===== config.mk =====
export PLATFORM = sky130hd
export DESIGN_NAME = sci_baud_rate_generator
export DESIGN_NICKNAME = d
export VERILOG_FILES = /design/src/include/rate_gen_pkg.sv /design/src/hdl/prescale_divider.sv /design/src/hdl/binary_rate_divider.sv /design/src/hdl/sci_baud_rate_generator.sv
export SDC_FILE = /design/constraint.sdc
export NUM_CORES = 1
export LEC_CHECK = 0
export BUFFER_PORTS_ARGS = -buffer_cell sky130_fd_sc_hd__buf_2
export CAP_MARGIN = 20
export CORE_MARGIN = 5
export CORE_UTILIZATION = 48
export CTS_CLUSTER_SIZE = 14
export DETAILED_ROUTE_END_ITERATION = 7
export PLACE_DENSITY = 0.78
export SKIP_LAST_GASP = 1
export SYNTH_ARGS = -nofsm -noshare
export SYNTH_HDL_FRONTEND = slang
export SYNTH_HIERARCHICAL = 1
export SYNTH_SLANG_ARGS = --single-unit

===== constraint.sdc =====
create_clock -name clk_in -period 1.8 [get_ports clk_in]
set_clock_uncertainty 0.05 [all_clocks]
set_input_delay 0.09 -clock clk_in [delete_from_list [all_inputs] [get_ports clk_in]]
set_output_delay 0.09 -clock clk_in [all_outputs]
set_load 0.02 [all_outputs]

===== src/include/rate_gen_pkg.sv =====
package rate_gen_pkg;

	// Register indexes and byte addresses
	localparam logic [7:0] RATE_SELECT_IDX = 8'h0D;
	localparam logic [7:0] MISC_IDX = 8'h0C;
	localparam logic [7:0] GEN_STATUS_IDX = 8'h1F;
	localparam int ADDR_W = 8;
	localparam logic [ADDR_W-1:0] RATE_SELECT_ADDR = 8'h34;
	localparam logic [ADDR_W-1:0] MISC_ADDR = 8'h30;
	localparam logic [ADDR_W-1:0] GEN_STATUS_ADDR = 8'h7C;

	// Field positions
	localparam int PRESCALE_LSB = 6;
	localparam int TX_RATE_LSB = 3;
	localparam int RX_RATE_LSB = 0;
	localparam int SLOW_MODE_BIT = 1;
	localparam int ST_HALTED_BIT = 0;
	localparam int ST_TX_EN_BIT = 1;
	localparam int ST_RX_EN_BIT = 2;
	localparam int ST_SLOW_BIT = 3;

	// Reset values
	localparam logic [1:0] PRESCALE_RESET = 2'h0;
	localparam logic [2:0] RATE_RESET = 3'h0;

	// Division constants
	localparam int PRE_CW = 4;
	localparam logic [PRE_CW-1:0] PRE_RATIO_0 = 4'h1;
	localparam logic [PRE_CW-1:0] PRE_RATIO_1 = 4'h3;
	localparam logic [PRE_CW-1:0] PRE_RATIO_2 = 4'h4;
	localparam logic [PRE_CW-1:0] PRE_RATIO_3 = 4'hD;
	localparam int SLOW_DIV = 16;
	localparam int OVERSAMPLE = 16;
	localparam int RATE_SEL_W = 3;
	localparam int RATE_CW = 7;

	// AXI responses
	localparam logic [1:0] RESP_OKAY = 2'h0;
	localparam logic [1:0] RESP_SLVERR = 2'h2;

	typedef struct packed {
		logic [1:0] prescale;
		logic [2:0] tx_rate;
		logic [2:0] rx_rate;
	} rate_select_t;

	typedef struct packed {
		logic tx;
		logic rx;
	} dir_pair_t;

endpackage


===== src/hdl/prescale_divider.sv =====
`timescale 1ns/10ps
module prescale_divider
	import rate_gen_pkg::*;
#(
	parameter int CW = PRE_CW
) (
	// Clock and reset
	input wire logic clk_in,
	input wire logic rst_in,
	// Step and ratio
	input wire logic step_in,
	input wire logic [CW-1:0] ratio_in,
	// Divided tick
	output logic tick_out
);

	logic [CW-1:0] count;
	logic [CW-1:0] active;
	wire terminal = (count == active - CW'(1));

	always_ff @(posedge clk_in) begin
		if (rst_in) begin
			count <= '0;
			active <= PRE_RATIO_0;
			tick_out <= 1'b0;
		end else begin
			tick_out <= step_in & terminal;
			if (step_in) begin
				if (terminal) begin
					count <= '0;
					active <= ratio_in;
				end else begin
					count <= count + CW'(1);
				end
			end
		end
	end

endmodule // prescale_divider


===== src/hdl/binary_rate_divider.sv =====
`timescale 1ns/10ps
module binary_rate_divider
	import rate_gen_pkg::*;
#(
	parameter int SW = RATE_SEL_W,
	parameter int CW = RATE_CW
) (
	// Clock and reset
	input wire logic clk_in,
	input wire logic rst_in,
	// Step and select
	input wire logic step_in,
	input wire logic [SW-1:0] sel_in,
	// Divided tick
	output logic tick_out
);

	logic [CW-1:0] count;
	logic [SW-1:0] active;
	wire [CW:0] span = (CW+1)'(1) << active;
	wire [CW-1:0] last = CW'(span - (CW+1)'(1));
	wire terminal = (count == last);

	always_ff @(posedge clk_in) begin
		if (rst_in) begin
			count <= '0;
			active <= RATE_RESET;
			tick_out <= 1'b0;
		end else begin
			tick_out <= step_in & terminal;
			if (step_in) begin
				if (terminal) begin
					count <= '0;
					active <= sel_in;
				end else begin
					count <= count + CW'(1);
				end
			end
		end
	end

endmodule // binary_rate_divider


===== src/hdl/sci_baud_rate_generator.sv =====
// Added by the designer: the AXI4-Lite slave port.
`timescale 1ns/10ps
// Functional notes
// - prescaler field divides by 1,3,4,13
// - one prescaled clock feeds both dividers
// - transmit field divides by two^field
// - receive field divides independently by two^field
// - bit rate is fosc/(16*prescale*divide)
// - receiver tick runs at sixteen times rate
// - STOP halts the whole rate generator
// - transmit freezes in STOP, later resumes
// - reception in STOP stops, character discarded
// - WAIT leaves serial timing fully running
// - reset clears prescaler, rate fields unspecified
// - slow mode slows generator input sixteenfold
module sci_baud_rate_generator
	import rate_gen_pkg::*;
(
	// Clock and reset
	input wire logic clk_in,
	input wire logic rst_in,
	// AXI4-Lite write address
	input wire logic awvalid_in,
	output logic awready_out,
	input wire logic [ADDR_W-1:0] awaddr_in,
	input wire logic [2:0] awprot_in,
	// AXI4-Lite write data
	input wire logic wvalid_in,
	output logic wready_out,
	input wire logic [31:0] wdata_in,
	input wire logic [3:0] wstrb_in,
	// AXI4-Lite write response
	output logic bvalid_out,
	input wire logic bready_in,
	output logic [1:0] bresp_out,
	// AXI4-Lite read address
	input wire logic arvalid_in,
	output logic arready_out,
	input wire logic [ADDR_W-1:0] araddr_in,
	input wire logic [2:0] arprot_in,
	// AXI4-Lite read data
	output logic rvalid_out,
	input wire logic rready_in,
	output logic [31:0] rdata_out,
	output logic [1:0] rresp_out,
	// Core power modes and serial enables
	input wire logic stop_mode_in,
	input wire logic wait_mode_in,
	input wire logic tx_enable_bit_in,
	input wire logic rx_enable_bit_in,
	// Serial engine timing
	output logic tx_bit_tick_out,
	output logic rx_sample_tick_out,
	output logic rx_discard_out,
	output logic halted_out
);

	////////////////////////////////////////////////////////////////////
	// Register storage

	rate_select_t rate_sel;
	logic slow_clock_mode;
	logic stop_q;

	// Stop edge, same clock as the core so no synchroniser
	wire stop_entry = stop_mode_in & ~stop_q;
	wire run = ~stop_mode_in;
	dir_pair_t enables;
	assign enables.tx = tx_enable_bit_in;
	assign enables.rx = rx_enable_bit_in;

	////////////////////////////////////////////////////////////////////
	// Write channel

	logic aw_held;
	logic w_held;
	logic [ADDR_W-1:0] aw_addr;
	logic [31:0] w_data;
	logic [3:0] w_strb;

	wire aw_take = awvalid_in & awready_out;
	wire w_take = wvalid_in & wready_out;
	wire have_aw = aw_held | aw_take;
	wire have_w = w_held | w_take;
	wire [ADDR_W-1:0] wr_addr = aw_held ? aw_addr : awaddr_in;
	wire [31:0] wr_data = w_held ? w_data : wdata_in;
	wire [3:0] wr_strb = w_held ? w_strb : wstrb_in;
	wire wr_fire = have_aw & have_w & ~bvalid_out;
	wire wr_lane0 = wr_fire & wr_strb[0];
	wire wr_rate_hit = (wr_addr == RATE_SELECT_ADDR);
	wire wr_misc_hit = (wr_addr == MISC_ADDR);
	wire wr_stat_hit = (wr_addr == GEN_STATUS_ADDR);
	wire wr_mapped = wr_rate_hit | wr_misc_hit | wr_stat_hit;
	wire wr_rate_load = wr_lane0 & wr_rate_hit;
	wire wr_misc_load = wr_lane0 & wr_misc_hit;
	wire [1:0] wr_code = wr_mapped ? RESP_OKAY : RESP_SLVERR;

	always_ff @(posedge clk_in) begin
		if (rst_in) begin
			aw_held <= 1'b0;
			w_held <= 1'b0;
			aw_addr <= '0;
			w_data <= '0;
			w_strb <= '0;
			awready_out <= 1'b0;
			wready_out <= 1'b0;
			bvalid_out <= 1'b0;
			bresp_out <= RESP_OKAY;
		end else begin
			if (aw_take) begin
				aw_held <= 1'b1;
				aw_addr <= awaddr_in;
			end
			if (w_take) begin
				w_held <= 1'b1;
				w_data <= wdata_in;
				w_strb <= wstrb_in;
			end
			if (wr_fire) begin
				aw_held <= 1'b0;
				w_held <= 1'b0;
				bvalid_out <= 1'b1;
				bresp_out <= wr_code;
			end else if (bvalid_out & bready_in) begin
				bvalid_out <= 1'b0;
			end
			// Registered ready idles low every other cycle, no comb path
			awready_out <= ~have_aw & ~awready_out;
			wready_out <= ~have_w & ~wready_out;
		end
	end

	////////////////////////////////////////////////////////////////////
	// Control registers

	always_ff @(posedge clk_in) begin
		if (rst_in) begin
			rate_sel.prescale <= PRESCALE_RESET;
			rate_sel.tx_rate <= RATE_RESET;
			rate_sel.rx_rate <= RATE_RESET;
			slow_clock_mode <= 1'b0;
			stop_q <= 1'b0;
		end else begin
			stop_q <= stop_mode_in;
			if (wr_rate_load) begin
				rate_sel <= rate_select_t'(wr_data[7:0]);
			end
			// Entry clear wins over a same-cycle write
			// slow cleared on STOP
			if (stop_entry) begin
				slow_clock_mode <= 1'b0;
			end else if (wr_misc_load) begin
				slow_clock_mode <= wr_data[SLOW_MODE_BIT];
			end
		end
	end

	////////////////////////////////////////////////////////////////////
	// Read channel

	wire ar_take = arvalid_in & arready_out;
	wire rd_rate_hit = (araddr_in == RATE_SELECT_ADDR);
	wire rd_misc_hit = (araddr_in == MISC_ADDR);
	wire rd_stat_hit = (araddr_in == GEN_STATUS_ADDR);
	wire rd_mapped = rd_rate_hit | rd_misc_hit | rd_stat_hit;
	wire [7:0] misc_view = 8'(slow_clock_mode) << SLOW_MODE_BIT;
	wire [7:0] stat_view = (8'(stop_q) << ST_HALTED_BIT)
		| (8'(enables.tx) << ST_TX_EN_BIT)
		| (8'(enables.rx) << ST_RX_EN_BIT)
		| (8'(slow_clock_mode) << ST_SLOW_BIT);
	wire [7:0] rd_byte = rd_rate_hit ? 8'(rate_sel)
		: rd_misc_hit ? misc_view
		: rd_stat_hit ? stat_view : 8'h00;
	wire [31:0] rd_word = {24'h00_0000, rd_byte};
	wire [1:0] rd_code = rd_mapped ? RESP_OKAY : RESP_SLVERR;

	always_ff @(posedge clk_in) begin
		if (rst_in) begin
			arready_out <= 1'b0;
			rvalid_out <= 1'b0;
			rdata_out <= 32'h0000_0000;
			rresp_out <= RESP_OKAY;
		end else begin
			arready_out <= ~rvalid_out & ~arready_out & ~ar_take;
			if (ar_take) begin
				rvalid_out <= 1'b1;
				rdata_out <= rd_word;
				rresp_out <= rd_code;
			end else if (rvalid_out & rready_in) begin
				rvalid_out <= 1'b0;
			end
		end
	end

	////////////////////////////////////////////////////////////////////
	// Slow mode input divider

	logic [3:0] slow_count;
	wire slow_tc = (slow_count == 4'(SLOW_DIV - 1));
	// STOP halts the base step
	// Only the source and the rx output gate stop; the other stages drain
	wire base_step = run & (~slow_clock_mode | slow_tc);

	always_ff @(posedge clk_in) begin
		if (rst_in) begin
			slow_count <= 4'h0;
		end else if (run) begin
			slow_count <= slow_clock_mode ? slow_count + 4'h1 : 4'h0;
		end
	end

	////////////////////////////////////////////////////////////////////
	// Common prescaler

	logic [PRE_CW-1:0] pre_ratio;
	logic pre_tick;

	assign pre_ratio = (rate_sel.prescale == 2'h0) ? PRE_RATIO_0
		: (rate_sel.prescale == 2'h1) ? PRE_RATIO_1
		: (rate_sel.prescale == 2'h2) ? PRE_RATIO_2 : PRE_RATIO_3;

	prescale_divider #(
		.CW(PRE_CW)
	) u_prescale (
		.clk_in(clk_in),
		.rst_in(rst_in),
		.step_in(base_step),
		.ratio_in(pre_ratio),
		.tick_out(pre_tick)
	);

	////////////////////////////////////////////////////////////////////
	// Per-direction rate dividers

	logic [1:0] dir_en;
	logic [1:0][RATE_SEL_W-1:0] dir_sel;
	logic [1:0] dir_tick;

	assign dir_en = {enables.tx, enables.rx};
	assign dir_sel = {rate_sel.tx_rate, rate_sel.rx_rate};

	genvar d;
	generate
		for (d = 0; d < 2; d++) begin : g_dir
			// No STOP gate here, so a pulse in flight is kept
			// shared prescaled step
			wire step = pre_tick & dir_en[d];
			binary_rate_divider #(
				.SW(RATE_SEL_W),
				.CW(RATE_CW)
			) u_div (
				.clk_in(clk_in),
				.rst_in(rst_in),
				.step_in(step),
				.sel_in(dir_sel[d]),
				.tick_out(dir_tick[d])
			);
		end
	endgenerate

	////////////////////////////////////////////////////////////////////
	// Output ticks

	// Frozen count holds the bit phase across STOP
	logic [3:0] tx_phase;
	logic [3:0] next_tx_phase;
	// in-flight pulses drain, none lost
	// Ungated so the bit phase shifts by exactly the halt
	wire tx_x16 = dir_tick[1];
	wire tx_phase_tc = (tx_phase == 4'(OVERSAMPLE - 1));
	wire tx_bit = tx_x16 & tx_phase_tc;
	wire rx_x16 = dir_tick[0] & run;
	wire rx_drop = stop_entry & enables.rx;

	assign next_tx_phase = tx_phase_tc ? 4'h0 : tx_phase + 4'h1;

	always_ff @(posedge clk_in) begin
		if (rst_in) begin
			tx_phase <= 4'h0;
			tx_bit_tick_out <= 1'b0;
			rx_sample_tick_out <= 1'b0;
			rx_discard_out <= 1'b0;
			halted_out <= 1'b0;
		end else begin
			if (tx_x16) begin
				tx_phase <= next_tx_phase;
			end
			tx_bit_tick_out <= tx_bit;
			rx_sample_tick_out <= rx_x16;
			rx_discard_out <= rx_drop;
			halted_out <= stop_mode_in;
		end
	end

endmodule // sci_baud_rate_generator


Word-level counts from Yosys, hierarchy flattened
Cells that the tools add are included.

cells by class
  add/subtract/negate cells = 8
  equal/unequal tests = 13
  shift-type cells = 2
  mux-type cells = 20
  bitwise operators = 45
  reduce and logical (&&, ||, !) cells = 8

operators by type and width
  kind                                                                    number
  8-bit by 6-bit equality test with 1-bit output (second input constant)  4
  4-bit 2-to-1 mux                                                        8
  1-bit bitwise AND                                                       24
  8-bit 2-to-1 mux                                                        3
  8-bit by 7-bit equality test with 1-bit output (second input constant)  2
  7-bit by 1-bit adder with 7-bit output (second input constant)          2
  7-bit equality test                                                     2
  7-bit 2-to-1 mux                                                        2
  1-bit by 3-bit left shift with 7-bit output (first input constant)      2
  7-bit by 1-bit subtractor with 7-bit output (second input constant)     2
  4-bit by 1-bit adder with 4-bit output (second input constant)          3
  1-bit inverter                                                          11
  4-bit equality test (second input constant)                             2
  1-bit bitwise OR                                                        7
  2-bit AND reduction                                                     3
  1-bit 2-to-1 mux                                                        5
  4-bit equality test                                                     1
  2-bit 2-to-1 mux                                                        2
  3-bit by 4-bit bitwise OR with 4-bit output                             1
  2-bit nonzero test                                                      2
  2-bit OR reduction                                                      2
  4-bit by 1-bit subtractor with 4-bit output (second input constant)     1
  2-bit by 3-bit bitwise OR with 3-bit output                             1
  2-bit by 1-bit equality test with 1-bit output (second input constant)  1
  other kinds (3)                                                         3

storage, ports and cells
  register bits after elaboration = 88
  input bits = 69
  output and inout port bits = 45
  logic and storage cells = 128

Logic depth before layout (Yosys ltp)
  depth after elaboration = 6
  mapped depth = 7
  mapped depth without buffers = 6

Modules after synthesis
Netlist, hierarchy kept.

modules (own cells, without submodules)
  module                   times used  cells each  area an instance (um^2)  sequential area each (um^2)
  sci_baud_rate_generator  1           301         2580.0                   1101.1
  binary_rate_divider      2           69          609.3                    220.2
  prescale_divider         1           51          489.2                    180.2

Least setup slack after synthesis
No wires, ideal clock.

  path type = register -> register
  start = register g_dir[0].u_div.count[0]
  end = register g_dir[0].u_div.active[0]
  library setup time = 0.072 ns
  arrival time = 1.805 ns
  data required time = 1.678 ns
  setup slack = -0.127 ns
  stages on the path, launching flop included = 6
  buffers on the path = 0
  clock period less this slack = 1.927 ns
  cell sequence = dfxtp_1 -> or4_1 -> o32ai_1 -> a31oi_1 -> nor4_4 -> mux2i_1

on the way
  word-level cells in the longest chain between the ends = 2

ends and longest elaborated chain
  element                               RTL line                   source
  start, declared                       binary_rate_divider.sv:18  logic [CW-1:0] count;
  start signal, assigned                binary_rate_divider.sv:36  count <= count + CW'(1);
  7-bit equality test                   binary_rate_divider.sv:22  wire terminal = (count == last);
  2-bit AND reduction (no source line)  -
  end signal, assigned                  binary_rate_divider.sv:34  active <= sel_in;
  end, declared                         binary_rate_divider.sv:19  logic [SW-1:0] active;

Every way passes these cells.
A chain may end at the register's enable or synchronous reset.

Worst setup path after layout
  start = register g_dir[0].u_div.count[0]
  end = register g_dir[0].u_div.active[1]

The elaborated chain is that of the path after synthesis.

==> flow_metrics.env <==
export IMPL_async_reset_ff_share_pct=0
export IMPL_antenna_found_initial=0
export IMPL_crit_chain="or4_4 > o32ai_4 > a31oi_2 > nor4_4 > buf_4 > mux2i_1"
export IMPL_synth_edff_count=0
export IMPL_setup_ws_ns=-0.0125
export IMPL_fin_nets=652
export IMPL_cts_root_buf="clkbuf_8"
export IMPL_crit_arrival_ns=2.02
export IMPL_cp_max_fo=5
export IMPL_status="finished with violations"
export IMPL_grt_pass1_vias=3586
export IMPL_gp_congestion=0.838
export IMPL_synth_flop_cell="dfxtp_1"
export IMPL_synthMuxAreaShare_pct=6.19
export IMPL_path_class="reg -> reg"
export IMPL_drt_initial_drc_count=158
export IMPL_area_delta_synth_final_pct=21.3
export IMPL_slowest_delay_ns=0.54
export IMPL_cts_sinks=86
export IMPL_synthTopCellsByArea="dfxtp_1 40%, mux2i_1 5.1%, buf_4 4.9%, nand2_1 4.5%, a21oi_1 4.3%"
export IMPL_yosys_warnings=6
export IMPL_fmax_ghz=0.552
export IMPL_cp_required_ns=2.01
export IMPL_stdcell_count=690
export IMPL_io_pin_count=114
export IMPL_syn_area_um2=4290
export IMPL_die_w_um=105
export IMPL_top_layer_used="met4"
export IMPL_htree_levels=3
export IMPL_violations="negative setup slack"
export IMPL_yosys_area_share_adder_pct=2.22
export IMPL_drt_wl_total_um=9870
export IMPL_die_y_um=105
export IMPL_fin_tns_setup_ns=-0.0125
export IMPL_crit_path_end_kind="flip-flop"
export IMPL_core_um2=8720
export IMPL_multi_input_area_um2=2410
export IMPL_ant_nets=0
export IMPL_p_leak_nw=2.05
export IMPL_nFillCells=714
export IMPL_overflow=0
export IMPL_layout_min_cycle_time_ns=1.81
export IMPL_rsz0062_at_grt="yes"
export IMPL_seq_area_um2=1730
export IMPL_p_per_area_nw_per_um2=741
export IMPL_slew_violations=0
export IMPL_vias_per_cell=5.35
export IMPL_synth_compound_area_share_pct=13.5
export IMPL_grt_pass1_wl_um=16300
export IMPL_dp_cells=652
export IMPL_synth_seq_cells=86
export IMPL_wl_per_cell_um=14.3
export IMPL_postSynthCellCount=490
export IMPL_cts_buffers=9
export IMPL_dieArea_um2=10900
export IMPL_synth_seq_area_share_pct=40.2
export IMPL_clockBufferDepth=2
export IMPL_dp_final_hpwl_um=6990
export IMPL_timing_final_crit_share_pct=101
export IMPL_num_vias=3691
export IMPL_peakVddDrop_v=0.000489
export IMPL_maxCapViolCount=0
export IMPL_insertion_delay_ns=0.35
export IMPL_utilization_pct=59.7
export IMPL_met2_length_um=5210
export IMPL_start_util_pct=49.2
export IMPL_synth_top_family_by_area="simple AND/OR/NAND/NOR gates"
export IMPL_stdcell_area_um2=5200
export IMPL_wl_met3_um=351
export IMPL_hold_viol=0
export IMPL_synthXorXnorAreaFrac_pct=4.99
export IMPL_synth_area_leader_cell="dfxtp_1"
export IMPL_cts_tree="built"
export IMPL_layout_drive_gt1_share_pct=22.9
export IMPL_dpl_cell_area_um2=4670
export IMPL_synth_simple_area_share_pct=24.8
export IMPL_cts_reportedPaths_clkPinSlew_ns=0.09
export IMPL_cp_start_kind="flip-flop"
export IMPL_grt_max_degree=27
export IMPL_grtUsageTotal_pct=17.6
export IMPL_portBuffers=53
export IMPL_drc=0
export IMPL_setup_viol=1
export IMPL_diodes=0
export IMPL_synth_top_area_share_pct=40.2
export IMPL_avgSynthCellArea_um2=8.75
export IMPL_dr_pass1_iters=4
export IMPL_wl_met1_um=4130
export IMPL_synth_distinct_cells=58
export IMPL_num_rows=34
export IMPL_crit_slowest_cell="or4_4"
export IMPL_hold_path_class="in -> reg"
timing repair:
action	4_1_cts	5_1_grt
buffers inserted	0	3
cloned	0	0
setup endpoints to repair	4	31
pin swaps	0	3
hold buffers	19	0
resized for setup	4	20
endpoints found under the hold margin	20	0
power breakdown:
part	switching (mW)	internal, mW	leakage [nW]
clock network	0.707	0.687	0.103
logic	0.286	0.195	1.24
registers	0.0352	1.95	0.701
logic make-up after synthesis:
kind of cell             after synthesis
AND/OR/NAND/NOR                      194
buffers and inverters                 62
flip-flops                            86
XOR/XNOR                              22
multiplexers                          26
other                                  1
adder cells (fa/ha/maj)                8
AO/OA/AOI/OAI                         91
critical path: cells and delay by family, from the launching register on:
family / cells / cell delay (ns)
buf+inv: 1 / 0.19
flops: 1 / 0.33
simple gates: 2 / 0.71
mux: 1 / 0.22
compound gates: 2 / 0.22
per-stage QoR:
stage                     total power [mW]  setup WS, ns  hold slack [ns]
after floorplan                       2.35       0.00581            0.176
after global placement                2.44        0.0365            0.292
after detailed placement              2.45      -0.00933            0.299
after CTS                             3.86       -0.0374           0.0164
after global routing                  4.01       -0.0979           0.0213
final                                 3.86       -0.0125           0.0275
metal layers:
metal | track usage [%] | vias up
met5 | 0 | -
met4 | 6.48 | 0
met3 | 3.17 | 17
met2 | 32.7 | 67
met1 | 19.7 | 1766
li1 | - | 1841
cells in the mapped netlist, types with 3 or more instances:
cell type,n
mux2i_1,22
a221oi_1,4
buf_4,28
clkbuf_1,16
or2b_1,3
mux2_2,3
ha_1,6
inv_1,14
xnor2_1,8
nand4_1,6
nor4b_1,3
and3_1,5
nor4_4,4
a211oi_1,9
nor4_1,4
nor3_1,21
a31oi_1,12
or4_1,3
dfxtp_1,86
a21oi_1,37
nand2_1,51
nor2_1,37
o21ai_0,11
xor2_1,12
and2_1,11
nand2b_1,21
nor2b_1,4
nand3_1,11
registers in the layout (all words and copies together) (netlist names), 2 cells and up:
register and flops:
aw_addr 8, g_dir.u_div/active 6, tx_phase 4, rate_sel 2, u_prescale/count 4, w_data 8
slow_count 4, dir_sel 6, rdata_out 8, u_prescale/active 4, g_dir.u_div/count 14, g_dir.u_div/tick_out 2
cell usage in the layout, fill, tap and decap left out, drive strengths merged, types with 3 or more instances in the layout:
| cell type | n |
|---|---|
| nand2 | 51 |
| buf | 80 |
| and2 | 11 |
| xnor2 | 9 |
| nand3 | 11 |
| a21oi | 37 |
| clkbuf | 10 |
| a31oi | 12 |
| nand2b | 21 |
| conb | 26 |
| a211oi | 9 |
| nor3 | 22 |
| dlygate4sd3 | 19 |
| nor4b | 5 |
| nor2b | 4 |
| nor2 | 37 |
| and3 | 5 |
| ha | 6 |
| or2b | 3 |
| a221oi | 4 |
| mux2 | 4 |
| xor2 | 12 |
| clkinv | 3 |
| nor4 | 8 |
| o211a | 3 |
| or4 | 3 |
| o21ai | 12 |
| nand4 | 6 |
| dfxtp | 86 |
| inv | 15 |
| mux2i | 22 |
path summary, 6_finish.rpt:
check	startpoint	endpoint	slack, ns	cells past startpoint
min	stop_mode_in	rx_sample_tick_out	0.03	2
max reg2reg	g_dir[0].u_div/count[0]	g_dir[0].u_div/active[1]	-0.01	6
max	g_dir[0].u_div/count[0]	g_dir[0].u_div/active[1]	-0.01	6
min reg2reg	rvalid_out	arready_out	0.40	1
cell type report:
cell class              count  area share (%)
inverters                  14            1.01
clock inverters             6            1.32
repair buffers             99            12.7
clock buffers              10            2.65
multi-input cells         367            46.4
well taps                 108            2.60
flip-flops and latches     86            33.3
Power figures use the tool's default switching activity.
